==> config.mk <==
export PLATFORM = sky130hd
export DESIGN_NAME = csl_status
export DESIGN_NICKNAME = d
export VERILOG_FILES = /design/src/hdl/csl_pkg.sv /design/src/hdl/csl_status.sv
export VERILOG_INCLUDE_DIRS = /design/src /design/src/hdl
export SDC_FILE = /design/constraint.sdc
export NUM_CORES = 1
export LEC_CHECK = 0
export ABC_AREA = 1
export BUFFER_PORTS_ARGS = -buffer_cell sky130_fd_sc_hd__buf_2
export CORE_AREA = 2 2 171 173
export CTS_CLUSTER_SIZE = 8
export DETAILED_ROUTE_END_ITERATION = 10
export DIE_AREA = 0 0 173 175
export RECOVER_POWER = 100
export SETUP_SLACK_MARGIN = 0.05
export SLEW_MARGIN = 25
export SYNTH_ARGS = -nofsm -noshare
export SYNTH_HDL_FRONTEND = slang
export SYNTH_SLANG_ARGS = --single-unit
export TNS_END_PERCENT = 20
==> constraint.sdc <==
create_clock -name sys_clk -period 4.24 [get_ports sys_clk]
set_input_delay 0.636 -clock sys_clk [delete_from_list [all_inputs] [get_ports sys_clk]]
set_output_delay 0.636 -clock sys_clk [all_outputs]
set_load 0.03 [all_outputs]
==> src/hdl/csl_params.svh <==
// Notes on behaviour
// - Only the highest-priority active condition shows; acquisition outranks address assigned.
// - Steady red uninitialised, slow red init fault, fast red over temperature.
// - Slow blue while waiting for a network address.
// - Fast blue while no Ethernet link is present.
// - Steady blue once address assigned and no host application connected.
// - Steady green connected; slow green triggered, fast green free-running acquisition.
// - Host traffic accepted only after address assignment; host waits for it.
// - Address acquisition starts at power-up and on every link-up.
// - Order: persistent if enabled, then DHCP if answered, then link-local.
// - Factory default: persistent off, DHCP on; link-local always on.
// - Link-local: random 169.254 address, ARP probe, retry if answered.
`ifndef CSL_PARAMS_SVH
`define CSL_PARAMS_SVH

// ------------------------------------------------------------
// Timing at 25 MHz
// ------------------------------------------------------------
`define CSL_CLK_HZ        25000000
`define CSL_SLOW_MS       500
`define CSL_FAST_MS       125
`define CSL_SLOW_CYC      ((`CSL_CLK_HZ / 1000) * `CSL_SLOW_MS)
`define CSL_FAST_CYC      ((`CSL_CLK_HZ / 1000) * `CSL_FAST_MS)
`define CSL_PROBE_MS      200
`define CSL_PROBE_CYC     ((`CSL_CLK_HZ / 1000) * `CSL_PROBE_MS)

// ------------------------------------------------------------
// Defaults and address fields
// ------------------------------------------------------------
`define CSL_PERSIST_RST   1'b0
`define CSL_DHCP_RST      1'b1
`define CSL_LLA_PREFIX    16'ha9fe
`define CSL_LLA_LO_MIN    16'h0100
`define CSL_LLA_LO_MAX    16'hfeff
`define CSL_LFSR_SEED     16'hace1
`endif

==> src/hdl/csl_pkg.sv <==
package csl_pkg;
   typedef enum logic [1:0] {
      CSL_OFF   = 2'b00,
      CSL_RED   = 2'b01,
      CSL_GREEN = 2'b10,
      CSL_BLUE  = 2'b11
   } csl_color_e;

   typedef enum logic [1:0] {
      CSL_STEADY = 2'b00,
      CSL_SLOW   = 2'b01,
      CSL_FAST   = 2'b10
   } csl_blink_e;

   typedef enum logic [2:0] {
      CSL_A_IDLE    = 3'b000,
      CSL_A_PERSIST = 3'b001,
      CSL_A_DHCP    = 3'b010,
      CSL_A_PICK    = 3'b011,
      CSL_A_PROBE   = 3'b100,
      CSL_A_DONE    = 3'b101,
      CSL_A_NOLINK  = 3'b110
   } csl_acq_e;
endpackage

==> src/hdl/csl_status.sv <==
`timescale 1ns/1ns
`include "csl_params.svh"
module csl_status
   import csl_pkg::*;
#(
   parameter int SLOW_CYC  = `CSL_SLOW_CYC,
   parameter int FAST_CYC  = `CSL_FAST_CYC,
   parameter int PROBE_CYC = `CSL_PROBE_CYC
) (
   input  wire logic        sys_clk,        // 25 MHz
   input  wire logic        reset_n,        // Sync reset
   input  wire logic        init_done,      // Firmware init complete
   input  wire logic        init_fault,     // Init problem
   input  wire logic        over_temp,      // Too hot
   input  wire logic        link_up,        // Ethernet link (async)
   input  wire logic        app_conn,       // Host application connected
   input  wire logic        acq_trig,       // Triggered acquisition
   input  wire logic        acq_free,       // Free-running acquisition
   input  wire logic        persist_en,     // Persistent address enable
   input  wire logic        dhcp_en,        // DHCP enable
   input  wire logic        factory_rst,    // Restore address defaults
   input  wire logic [31:0] persist_addr,   // Stored address
   input  wire logic        dhcp_offer,     // DHCP server answered
   input  wire logic [31:0] dhcp_addr,      // Offered address
   input  wire logic        dhcp_timeout,   // No DHCP server
   input  wire logic        arp_reply,      // Probe answered
   output logic             led_red,        // LED red drive
   output logic             led_green,      // LED green drive
   output logic             led_blue,       // LED blue drive
   output logic             arp_probe,      // Probe request pulse
   output logic             dhcp_req,       // DHCP request pulse
   output logic [31:0]      ip_addr,        // Current address
   output logic             host_ok         // Host traffic accepted
);
   import csl_pkg::*;

   // ------------------------------------------------------------
   // Input synchronisers
   // ------------------------------------------------------------
   logic link_m_q, link_q, link_d1_q;
   always_ff @(posedge sys_clk) begin
      if (!reset_n) begin
         link_m_q  <= 1'b0;
         link_q    <= 1'b0;
         link_d1_q <= 1'b0;
      end else begin
         link_m_q  <= link_up;
         link_q    <= link_m_q;
         link_d1_q <= link_q;
      end
   end
   wire link_rise = link_q & ~link_d1_q;

   // ------------------------------------------------------------
   // Address option flags
   // ------------------------------------------------------------
   logic persist_q, dhcp_q;
   always_ff @(posedge sys_clk) begin
      if (!reset_n || factory_rst) begin
         persist_q <= `CSL_PERSIST_RST;
         dhcp_q    <= `CSL_DHCP_RST;
      end else begin
         persist_q <= persist_en;
         dhcp_q    <= dhcp_en;
      end
   end

   // ------------------------------------------------------------
   // Blink generators
   // ------------------------------------------------------------
   logic [31:0] slow_cnt_q, fast_cnt_q;
   logic        slow_ph_q, fast_ph_q;
   always_ff @(posedge sys_clk) begin
      if (!reset_n) begin
         slow_cnt_q <= 32'h0;
         slow_ph_q  <= 1'b1;
      end else if (slow_cnt_q == 32'(SLOW_CYC - 1)) begin
         slow_cnt_q <= 32'h0;
         slow_ph_q  <= ~slow_ph_q;
      end else begin
         slow_cnt_q <= slow_cnt_q + 32'h1;
      end
   end
   always_ff @(posedge sys_clk) begin
      if (!reset_n) begin
         fast_cnt_q <= 32'h0;
         fast_ph_q  <= 1'b1;
      end else if (fast_cnt_q == 32'(FAST_CYC - 1)) begin
         fast_cnt_q <= 32'h0;
         fast_ph_q  <= ~fast_ph_q;
      end else begin
         fast_cnt_q <= fast_cnt_q + 32'h1;
      end
   end

   // ------------------------------------------------------------
   // Address acquisition
   // ------------------------------------------------------------
   csl_acq_e    st_q;
   logic        boot_q;
   logic [15:0] lfsr_q;
   logic [31:0] probe_cnt_q;
   always_ff @(posedge sys_clk) begin
      if (!reset_n) lfsr_q <= `CSL_LFSR_SEED;
      else lfsr_q <= {lfsr_q[14:0], lfsr_q[15] ^ lfsr_q[13] ^ lfsr_q[12] ^ lfsr_q[10]};
   end
   wire [15:0] lla_lo = (lfsr_q < `CSL_LLA_LO_MIN) ? (lfsr_q | `CSL_LLA_LO_MIN) :
                        (lfsr_q > `CSL_LLA_LO_MAX) ? (lfsr_q & 16'hfeff) : lfsr_q;

   always_ff @(posedge sys_clk) begin
      if (!reset_n) begin
         st_q        <= CSL_A_IDLE;
         boot_q      <= 1'b1;
         ip_addr     <= 32'h0;
         arp_probe   <= 1'b0;
         dhcp_req    <= 1'b0;
         probe_cnt_q <= 32'h0;
      end else begin
         arp_probe <= 1'b0;
         dhcp_req  <= 1'b0;
         boot_q    <= 1'b0;
         if (!link_q) begin
            st_q    <= CSL_A_NOLINK;
            ip_addr <= 32'h0;
         end else if (boot_q || link_rise) begin
            st_q <= CSL_A_PERSIST;
         end else begin
            case (st_q)
               CSL_A_PERSIST: begin
                  if (persist_q) begin
                     ip_addr <= persist_addr;
                     st_q    <= CSL_A_DONE;
                  end else if (dhcp_q) begin
                     dhcp_req <= 1'b1;
                     st_q     <= CSL_A_DHCP;
                  end else begin
                     st_q <= CSL_A_PICK;
                  end
               end
               CSL_A_DHCP: begin
                  if (dhcp_offer) begin
                     ip_addr <= dhcp_addr;
                     st_q    <= CSL_A_DONE;
                  end else if (dhcp_timeout) begin
                     st_q <= CSL_A_PICK;
                  end
               end
               CSL_A_PICK: begin
                  ip_addr     <= {`CSL_LLA_PREFIX, lla_lo};
                  arp_probe   <= 1'b1;
                  probe_cnt_q <= 32'h0;
                  st_q        <= CSL_A_PROBE;
               end
               CSL_A_PROBE: begin
                  if (arp_reply) begin
                     st_q <= CSL_A_PICK;
                  end else if (probe_cnt_q == 32'(PROBE_CYC - 1)) begin
                     st_q <= CSL_A_DONE;
                  end else begin
                     probe_cnt_q <= probe_cnt_q + 32'h1;
                  end
               end
               CSL_A_DONE, CSL_A_IDLE, CSL_A_NOLINK: st_q <= st_q;
               default: st_q <= CSL_A_IDLE;
            endcase
         end
      end
   end
   wire assigned = (st_q == CSL_A_DONE);

   always_ff @(posedge sys_clk) begin
      if (!reset_n) host_ok <= 1'b0;
      else host_ok <= assigned & link_q;
   end

   // ------------------------------------------------------------
   // Priority encoder, highest first
   // ------------------------------------------------------------
   csl_color_e col;
   csl_blink_e blk;
   always_comb begin
      col = CSL_RED;
      blk = CSL_STEADY;
      if (over_temp) begin
         col = CSL_RED; blk = CSL_FAST;
      end else if (init_fault) begin
         col = CSL_RED; blk = CSL_SLOW;
      end else if (!init_done) begin
         col = CSL_RED; blk = CSL_STEADY;
      end else if (!link_q) begin
         col = CSL_BLUE; blk = CSL_FAST;
      end else if (!assigned) begin
         col = CSL_BLUE; blk = CSL_SLOW;
      end else if (acq_free) begin
         col = CSL_GREEN; blk = CSL_FAST;
      end else if (acq_trig) begin
         col = CSL_GREEN; blk = CSL_SLOW;
      end else if (app_conn) begin
         col = CSL_GREEN; blk = CSL_STEADY;
      end else begin
         col = CSL_BLUE; blk = CSL_STEADY;
      end
   end
   wire lit = (blk == CSL_STEADY) | (blk == CSL_SLOW & slow_ph_q) |
              (blk == CSL_FAST & fast_ph_q);

   always_ff @(posedge sys_clk) begin
      if (!reset_n) begin
         led_red   <= 1'b0;
         led_green <= 1'b0;
         led_blue  <= 1'b0;
      end else begin
         led_red   <= lit & (col == CSL_RED);
         led_green <= lit & (col == CSL_GREEN);
         led_blue  <= lit & (col == CSL_BLUE);
      end
   end

   // ------------------------------------------------------------
   // Checks
   // ------------------------------------------------------------
   a_reset_led_off: assert property (@(posedge sys_clk)
      !reset_n |=> !led_red && !led_green && !led_blue)
      else $error("LED lit during reset");
   a_red_after_rst: assert property (@(posedge sys_clk)
      $rose(reset_n) && !init_done && !over_temp && !init_fault |=> led_red)
      else $error("No red after reset");
   a_host_gate: assert property (@(posedge sys_clk) disable iff (!reset_n)
      host_ok |-> $past(st_q) == CSL_A_DONE)
      else $error("Host accepted before address");
   a_lla_prefix: assert property (@(posedge sys_clk) disable iff (!reset_n)
      arp_probe |-> ip_addr[31:16] == `CSL_LLA_PREFIX)
      else $error("Probe outside link-local subnet");
   a_persist_first: assert property (@(posedge sys_clk) disable iff (!reset_n)
      st_q == CSL_A_PERSIST && persist_q && link_q && !link_rise |=> st_q == CSL_A_DONE)
      else $error("Persistent address skipped");
   a_link_restart: assert property (@(posedge sys_clk) disable iff (!reset_n)
      link_rise |=> st_q == CSL_A_PERSIST)
      else $error("No restart on link-up");
   a_nolink_blue: assert property (@(posedge sys_clk) disable iff (!reset_n)
      init_done && !init_fault && !over_temp && !link_q |=> !led_red && !led_green)
      else $error("No-link colour wrong");
   a_free_green: assert property (@(posedge sys_clk) disable iff (!reset_n)
      init_done && !init_fault && !over_temp && link_q && assigned && acq_free
      |=> !led_blue && !led_red)
      else $error("Acquisition not shown over address");
endmodule // csl_status

==> summary.md, run 1 <==
| Metric | Value |
|---|---|
| Cell taking the most area after synthesis | `dfxtp_1` |
| Post-CTS Setup Inserts | `0` |
| Area grow syn2layout | `17.2%` |
| Sequential area share after synthesis | `0.383` |
| Sequential standard cell area | `roughly 3200 um2` |
| Total chip power | `3.31 mW` |
| Post-route cell area | `9860 um2` |
| RD Place Congestion | `0.909` |
| Final setup viols | `0` |
| Post-synth EDFFs | `0` |
| Die Y | `175 um` |
| DPL Wire Length | `18,400 um` |
| Clk root buf | `clkbuf_16` |
| Synthesized-area fraction occupied by and/or/nand/nor cells | `0.376` |
| Sequential Power Share | `0.468` |
| First-pass GRT wire length | `40,000 um` |
| Gate Count Post-Synth | `1,273` |
| Drt via density | `about 4.8` |
| Largest family of logic cells by synthesized area | `simple AND/OR/NAND/NOR gates` |
| CTS Buffer Depth | `2` |
| Multi-input gate area | `approximately 4500 um2` |
| Yosys reg bits | `161` |
| Yosys top cell area share | `0.383` |
| Final core utilization | `0.347` |
| # H-tree levels | `4` |
| Crit path max fanout | `33` |
| Post-synthesis compound-gate area fraction | `0.124` |
| DR WL met3 | `830 um` |
| Crit path kind | `register to register` |
| Pwr/cell area | `336 nW/um2` |
| Slew headroom | `0.174` |
| WL met2 | `around 11,000 um` |
| Clock Latency Late Sink | `0.44 ns` |
| DIE AREA | `30,300 um2` |
| Distinct cells, synth | `47` |
| Avg WL per Cell | `13.6 um` |
| Largest net degree at the start of global routing | `34` |
| Clock share of power | `0.474` |
| Met1 WL | `11,600 um` |
| Final hold vios | `0` |
| CP required | `4.57 ns` |
| Clock Skew | `approximately 0.017 ns` |
| Post-cts gate resize count | `0` |
| Final TNS setup | `0 ns` |
| DR vias | `8,448` |
| Core ar. | `between 20,000 and 30,000 um2` |
| Max cap viols | `0` |
| Worst-Margin Slew | `1.24 ns` |
| Number of global-route vias before repair | `between 8k and 9k` |
| Fillers | `3,112` |
| Status | `finished clean` |
| Combinational share of power | `0.058` |
| Initial antenna violation count | `0` |
| Max layer used | `met4` |
| # rows | `62` |
| Synth top area cells | `dfxtp_1 (38%), nand2_1 (14%), nor2_1 (8.0%)` |
| Tmin final | `around 3.2 ns` |
| Worst path arrival time | `3.57 ns` |
| Die X | `approximately 170 um` |
| Post-synth ARST share | `0` |
| Starting Density | `0.296` |
| Crit. End Element | `register` |
| GRT Util Overall | `0.160` |
| Starting DRT DRC Count | `648` |
| Post-route antenna net violation count | `0` |
| Final slew viol count | `0` |
| Clk sink count | `about 160` |
| Gr ovfl total | `0` |
| Top FF cell, synth | `dfxtp_1` |
| Multiplexer area fraction after synthesis | `0` |
| Period utilization | `0.765` |
| Clock-pin slew on the worst setup and hold paths | `0.07 ns` |
| Max IR drop VDD | `0.249 mV` |
| Fmax | `0.308 GHz` |
| Syn Area/Cell | `between 6 and 7 um2` |
| Pint | `2.47 mW` |
| Final #Nets | `1,459` |
| IO Count | `117` |
| Xor/xnor share of the synthesized area | `0.0281` |
| Startpoint Class | `register` |
| Hold Path Class | `primary input to register` |
| Dpl cells | `1,742` |
| Leakage dissipation | `3.58 nW` |
| Non-filler cells, final | `1,774` |
| Total CTS buffers | `17` |
| Unrepaired setup endpoints after global routing | `false` |
| Antenna diodes | `0` |
| Synth Net Count | `1,355` |
| Placement-stage cell area | `just over 9000 um2` |
| Cell area after synthesis | `8420 um2` |
| Ratio of cells with drive above 1 in the final layout | `0.109` |
| Sw power | `0.848 mW` |
| YS warnings | `0` |
| Post-CTS Hold Buffers | `0` |
| Post-synthesis adder-cell area fraction | `0.00446` |
| TritonCTS clock tree | `built` |
| Routed WL | `24,100 um` |
| TritonRoute pass-1 iters | `6` |
| Switch share | `0.256` |
| # port buffers | `116` |
| DRC | `0` |
## Yosys cell counts (all sizes together), types with 2 or more instances
cell    count
o21ai      52
nand2     332
a211oi      2
a21oi      85
nor2      186
nor3       49
inv       141
buf        19
and3        3
a31oi       8
a22oi      15
nand3      81
and2        2
nor4        5
xnor2      12
o211a       2
clkbuf     16
nor3b       2
nand4      38
clkinv      2
dfxtp     161
xor2       15
or2        15
nor4b       2
o21bai      4
o22ai      11
nand3b      3
ha          3
## kinds of logic (layout without fill, tap and decap cells)
kind of cell             after synthesis  in the layout
AND/OR/NAND/NOR                      719            719
AO/OA/AOI/OAI                        185            185
buffers and inverters                178            295
flip-flops                           161            161
XOR/XNOR                              27             27
adder cells (fa/ha/maj)                3              3
## area by class of cell
cell class	instances	area share
Inverter	143	0.0544
Clock buffer	19	0.0459
Timing Repair Buffer	120	0.0566
Tap cell	384	0.0487
Sequential cell	161	0.327
Clock inverter	13	0.0145
Multi-Input combinational cell	934	0.453
## critical path, cell delays in order (launching register included)
cell and delay, ns:
dfxtp_1 0.36, clkinv_1 0.07, nand2_1 0.46, nor2_1 0.87, inv_1 0.28, nand2_1 0.25
nand3_4 0.37, nand2_2 0.28, nand2_1 0.08, nand2_1 0.07, inv_1 0.03
## sequential cells by signal, summed over array words and instances, names as in the netlist, 3 cells and up
name / count
lfsr_q: 16
probe_cnt_q: 32
ip_addr: 32
st_q: 3
slow_cnt_q: 32
fast_cnt_q: 32
## power by group through the flow
stage                     registers, mW  clock network (mW)  logic [mW]
after floorplan                    1.59                   0       0.116
after CTS                          1.55                1.60       0.197
after global routing               1.55                1.67       0.217
after global placement             1.58                   0       0.195
final                              1.55                1.57       0.194
after detailed placement           1.59                   0       0.197
## layout by cell type (no fill, tap or decap), drive strengths merged, types with 49 or more instances in the layout
master  instances
nor3           49
nor2          186
a21oi          85
nand2         332
clkbuf         59
nand3          81
o21ai          52
buf            80
dfxtp         161
inv           147
## final timing paths
kind                 start              to  slack, ns  depth (start not counted)
setup / recovery   st_q[2]  probe_cnt_q[9]        1.0                         10
hold / removal     link_up        link_m_q       0.38                          3
setup reg to reg   st_q[2]  probe_cnt_q[9]        1.0                         10
hold reg to reg   link_m_q          link_q       0.42                          2
## routing by layer
layer,up-vias,GRT usage
met3,20,0.0257
met1,3899,0.212
met2,169,0.272
met4,0,0.0406
li1,4360,-
met5,-,0
## metrics by stage
stage                     worst slack, ns  hold WS [ns]
after floorplan                      2.50         0.390
after global placement               1.69         0.392
after detailed placement             1.59         0.407
after CTS                            1.57         0.368
after global routing                0.640         0.382
final                               0.995         0.381
No activity file was read; power rests on OpenSTA's default activity.
==> inputs of run 2 (changes only) <==
==> constraint.sdc (replaced) <==
create_clock -name sys_clk -period 3.4 [get_ports sys_clk]
set_input_delay 0.51 -clock sys_clk [delete_from_list [all_inputs] [get_ports sys_clk]]
set_output_delay 0.51 -clock sys_clk [all_outputs]
set_load 0.03 [all_outputs]
==> summary.md, run 2 (synthesis gave the netlist of run 1 again) <==
| Metric | Value |
|---|---|
| Critical path's most frequent cell | `nand2_1` |
| Slew headroom | `0.127 (-0.0465)` |
| DPL Wire Length | `18,100 um (-1.5%)` |
| Drt via density | `4.76 (about the same)` |
| Pwr/cell area | `408 nW/um2 (+22%)` |
| Tmin final | `2.74 ns (-0.508 ns)` |
| Final TNS setup | `0 ns (unchanged)` |
| Clock Latency Late Sink | `0.44 ns (about the same)` |
| Worst path arrival time | `3.08 ns (-0.49 ns)` |
| Final #Nets | `1,461 (+0.14%)` |
| Post-CTS Hold Buffers | `0 (unchanged)` |
| Total chip power | `4.01 mW (+21%)` |
| Period utilization | `0.805 (+0.0397)` |
| CP required | `3.74 ns (-0.83 ns)` |
| GRT Util Overall | `0.154 (-0.00573)` |
| Most frequent cells in the layout | `nand2_1 (324), nor2_1 (181), dfxtp_1 (161)` |
| Status | `finished clean` |
| Crit path kind | `register to register` |
| Clock-pin slew on the worst setup and hold paths | `0.07 ns (about the same)` |
| Antenna diodes | `0 (unchanged)` |
| Fmax | `0.365 GHz (+19%)` |
| Ratio of cells with drive above 1 in the final layout | `0.110 (+0.00128)` |
| Worst path max stage delay | `0.65 ns (-0.22 ns)` |
| Worst-Margin Slew | `1.31 ns (+0.0698 ns)` |
| Die X | `173 um (unchanged)` |
| Final hold vios | `0 (unchanged)` |
| Startpoint Class | `register` |
| Sw power | `1.05 mW (+24%)` |
| Sequential Power Share | `0.482 (+0.014)` |
| # rows | `62 (unchanged)` |
| Clk sink count | `161 (unchanged)` |
| Starting Density | `0.296 (unchanged)` |
| Core ar. | `28,400 um2 (unchanged)` |
| Combinational share of power | `0.061 (+0.003)` |
| Largest net degree at the start of global routing | `60 (+76%)` |
| DIE AREA | `30,300 um2 (unchanged)` |
| Routed WL | `23,800 um (-1.4%)` |
| Clock share of power | `0.457 (-0.017)` |
| First-pass GRT wire length | `38,700 um (-3.2%)` |
| Hold Path Class | `primary input to register` |
| Pint | `2.96 mW (+20%)` |
| Fillers | `3,138 (+0.84%)` |
| Worst path cell trace | `inv_2 > nand2_1 > nor2_2 > inv_2 > nand2_2 > nand3_4 > nand2_2 > nand2_1 > nand2_1 > inv_1` |
| DRC | `0 (unchanged)` |
| Crit path max fanout | `33 (unchanged)` |
| Final setup viols | `0 (unchanged)` |
| Crit. End Element | `register` |
| # port buffers | `116 (unchanged)` |
| Post-CTS Setup Inserts | `0 (unchanged)` |
| Commonest non-fill, non-tap cell in the layout | `nand2_1` |
| Starting DRT DRC Count | `653 (+0.77%)` |
| # H-tree levels | `4 (unchanged)` |
| RD Place Congestion | `0.902 (-0.68%)` |
| DR vias | `8,462 (+0.17%)` |
| Area grow syn2layout | `16.8%` |
| Number of global-route vias before repair | `7,762 (-4.0%)` |
| Switch share | `0.263 (+0.00674)` |
| Initial antenna violation count | `0 (unchanged)` |
| Avg WL per Cell | `13.4 um (-1.5%)` |
| TritonRoute pass-1 iters | `8 (+2)` |
| Clk root buf | `clkbuf_16` |
| Unrepaired setup endpoints after global routing | `false` |
| Die Y | `175 um (unchanged)` |
| Max cap viols | `0 (unchanged)` |
| Total CTS buffers | `17 (unchanged)` |
| Final slew viol count | `0 (unchanged)` |
| IO Count | `117 (unchanged)` |
| Post-route antenna net violation count | `0 (unchanged)` |
| TritonCTS clock tree | `built` |
| Slowest CP cell | `nor2_2` |
| Gr ovfl total | `0 (unchanged)` |
| Clock Skew | `0.0113 ns (-0.00535 ns)` |
| Post-cts gate resize count | `0 (unchanged)` |
| CTS Buffer Depth | `2 (unchanged)` |
| Leakage dissipation | `3.56 nW (-0.53%)` |
| Max IR drop VDD | `0.324 mV (+30%)` |
-- run 2: changes by cell type in the layout (fill, tap and decap cells not counted), sizes merged --
cell | before | now
buf | 80 | 82
bufinv | 1 | 0
clkbuf | 59 | 58
clkinvlp | 2 | 4
-- run 2: final timing paths --
| path | cells after the start | startpoint | to | slack, ns |
|---|---|---|---|---|
| setup / recovery | 10 | st_q[2] | probe_cnt_q[22] | 0.66 |
| hold / removal | 3 | link_up | link_m_q | 0.25 |
| setup reg to reg | 10 | st_q[2] | probe_cnt_q[22] | 0.66 |
| hold reg to reg | 2 | link_m_q | link_q | 0.42 |
-- run 2: final cells by class --
cell class / count / area, um2 / share of cell area
clock buffers: 18 / 429 / 0.0437
well taps: 384 / 480 / 0.0489
inverters: 143 / 537 / 0.0546
multi-input cells: 934 / 4460 / 0.454
repair buffers: 122 / 573 / 0.0583
clock inverters: 14 / 126 / 0.0129
flip-flops and latches: 161 / 3220 / 0.328
-- run 2: worst max-delay path: cells and delay by family, from the launching register on --
family	cells	cell delay, ns
simple gates	7	2.02
flops	1	0.36
buf+inv	3	0.24
-- run 2: routing by layer --
metal / routed length [um] / track usage / part of all wire / vias up
met5: 0 / 0 / 0 / -
met3: 917 / 0.0209 / 0.039 / 26
li1: - / - / - / 4373
met4: 311 / 0.0441 / 0.013 / 0
met2: 11100 / 0.258 / 0.47 / 182
met1: 11500 / 0.208 / 0.48 / 3881
-- run 2: stage by stage --
step / cell area, um2 / setup slack, ns / instances / hold WS [ns] / utilization
after global placement: 9340 / 1.07 / 1744 / 0.393 / 0.329
after CTS: 9900 / 0.995 / 1776 / 0.238 / 0.349
after floorplan: 8420 / 1.66 / 1273 / 0.390 / -
final: 9830 / 0.663 / 1776 / 0.252 / 0.346
after global routing: 9830 / 0.403 / 1776 / 0.270 / 0.346
after detailed placement: 9340 / 1.01 / 1744 / 0.401 / 0.329
-- run 2: power by group through the flow --
stage | Clock, mW | Sequential (mW) | Combinational [mW]
floorplan | 0 | 1.98 | 0.144
finish | 1.83 | 1.93 | 0.244
detailed placement | 0 | 1.98 | 0.246
global placement | 0 | 1.98 | 0.244
CTS | 1.88 | 1.93 | 0.247
global route | 1.94 | 1.94 | 0.273
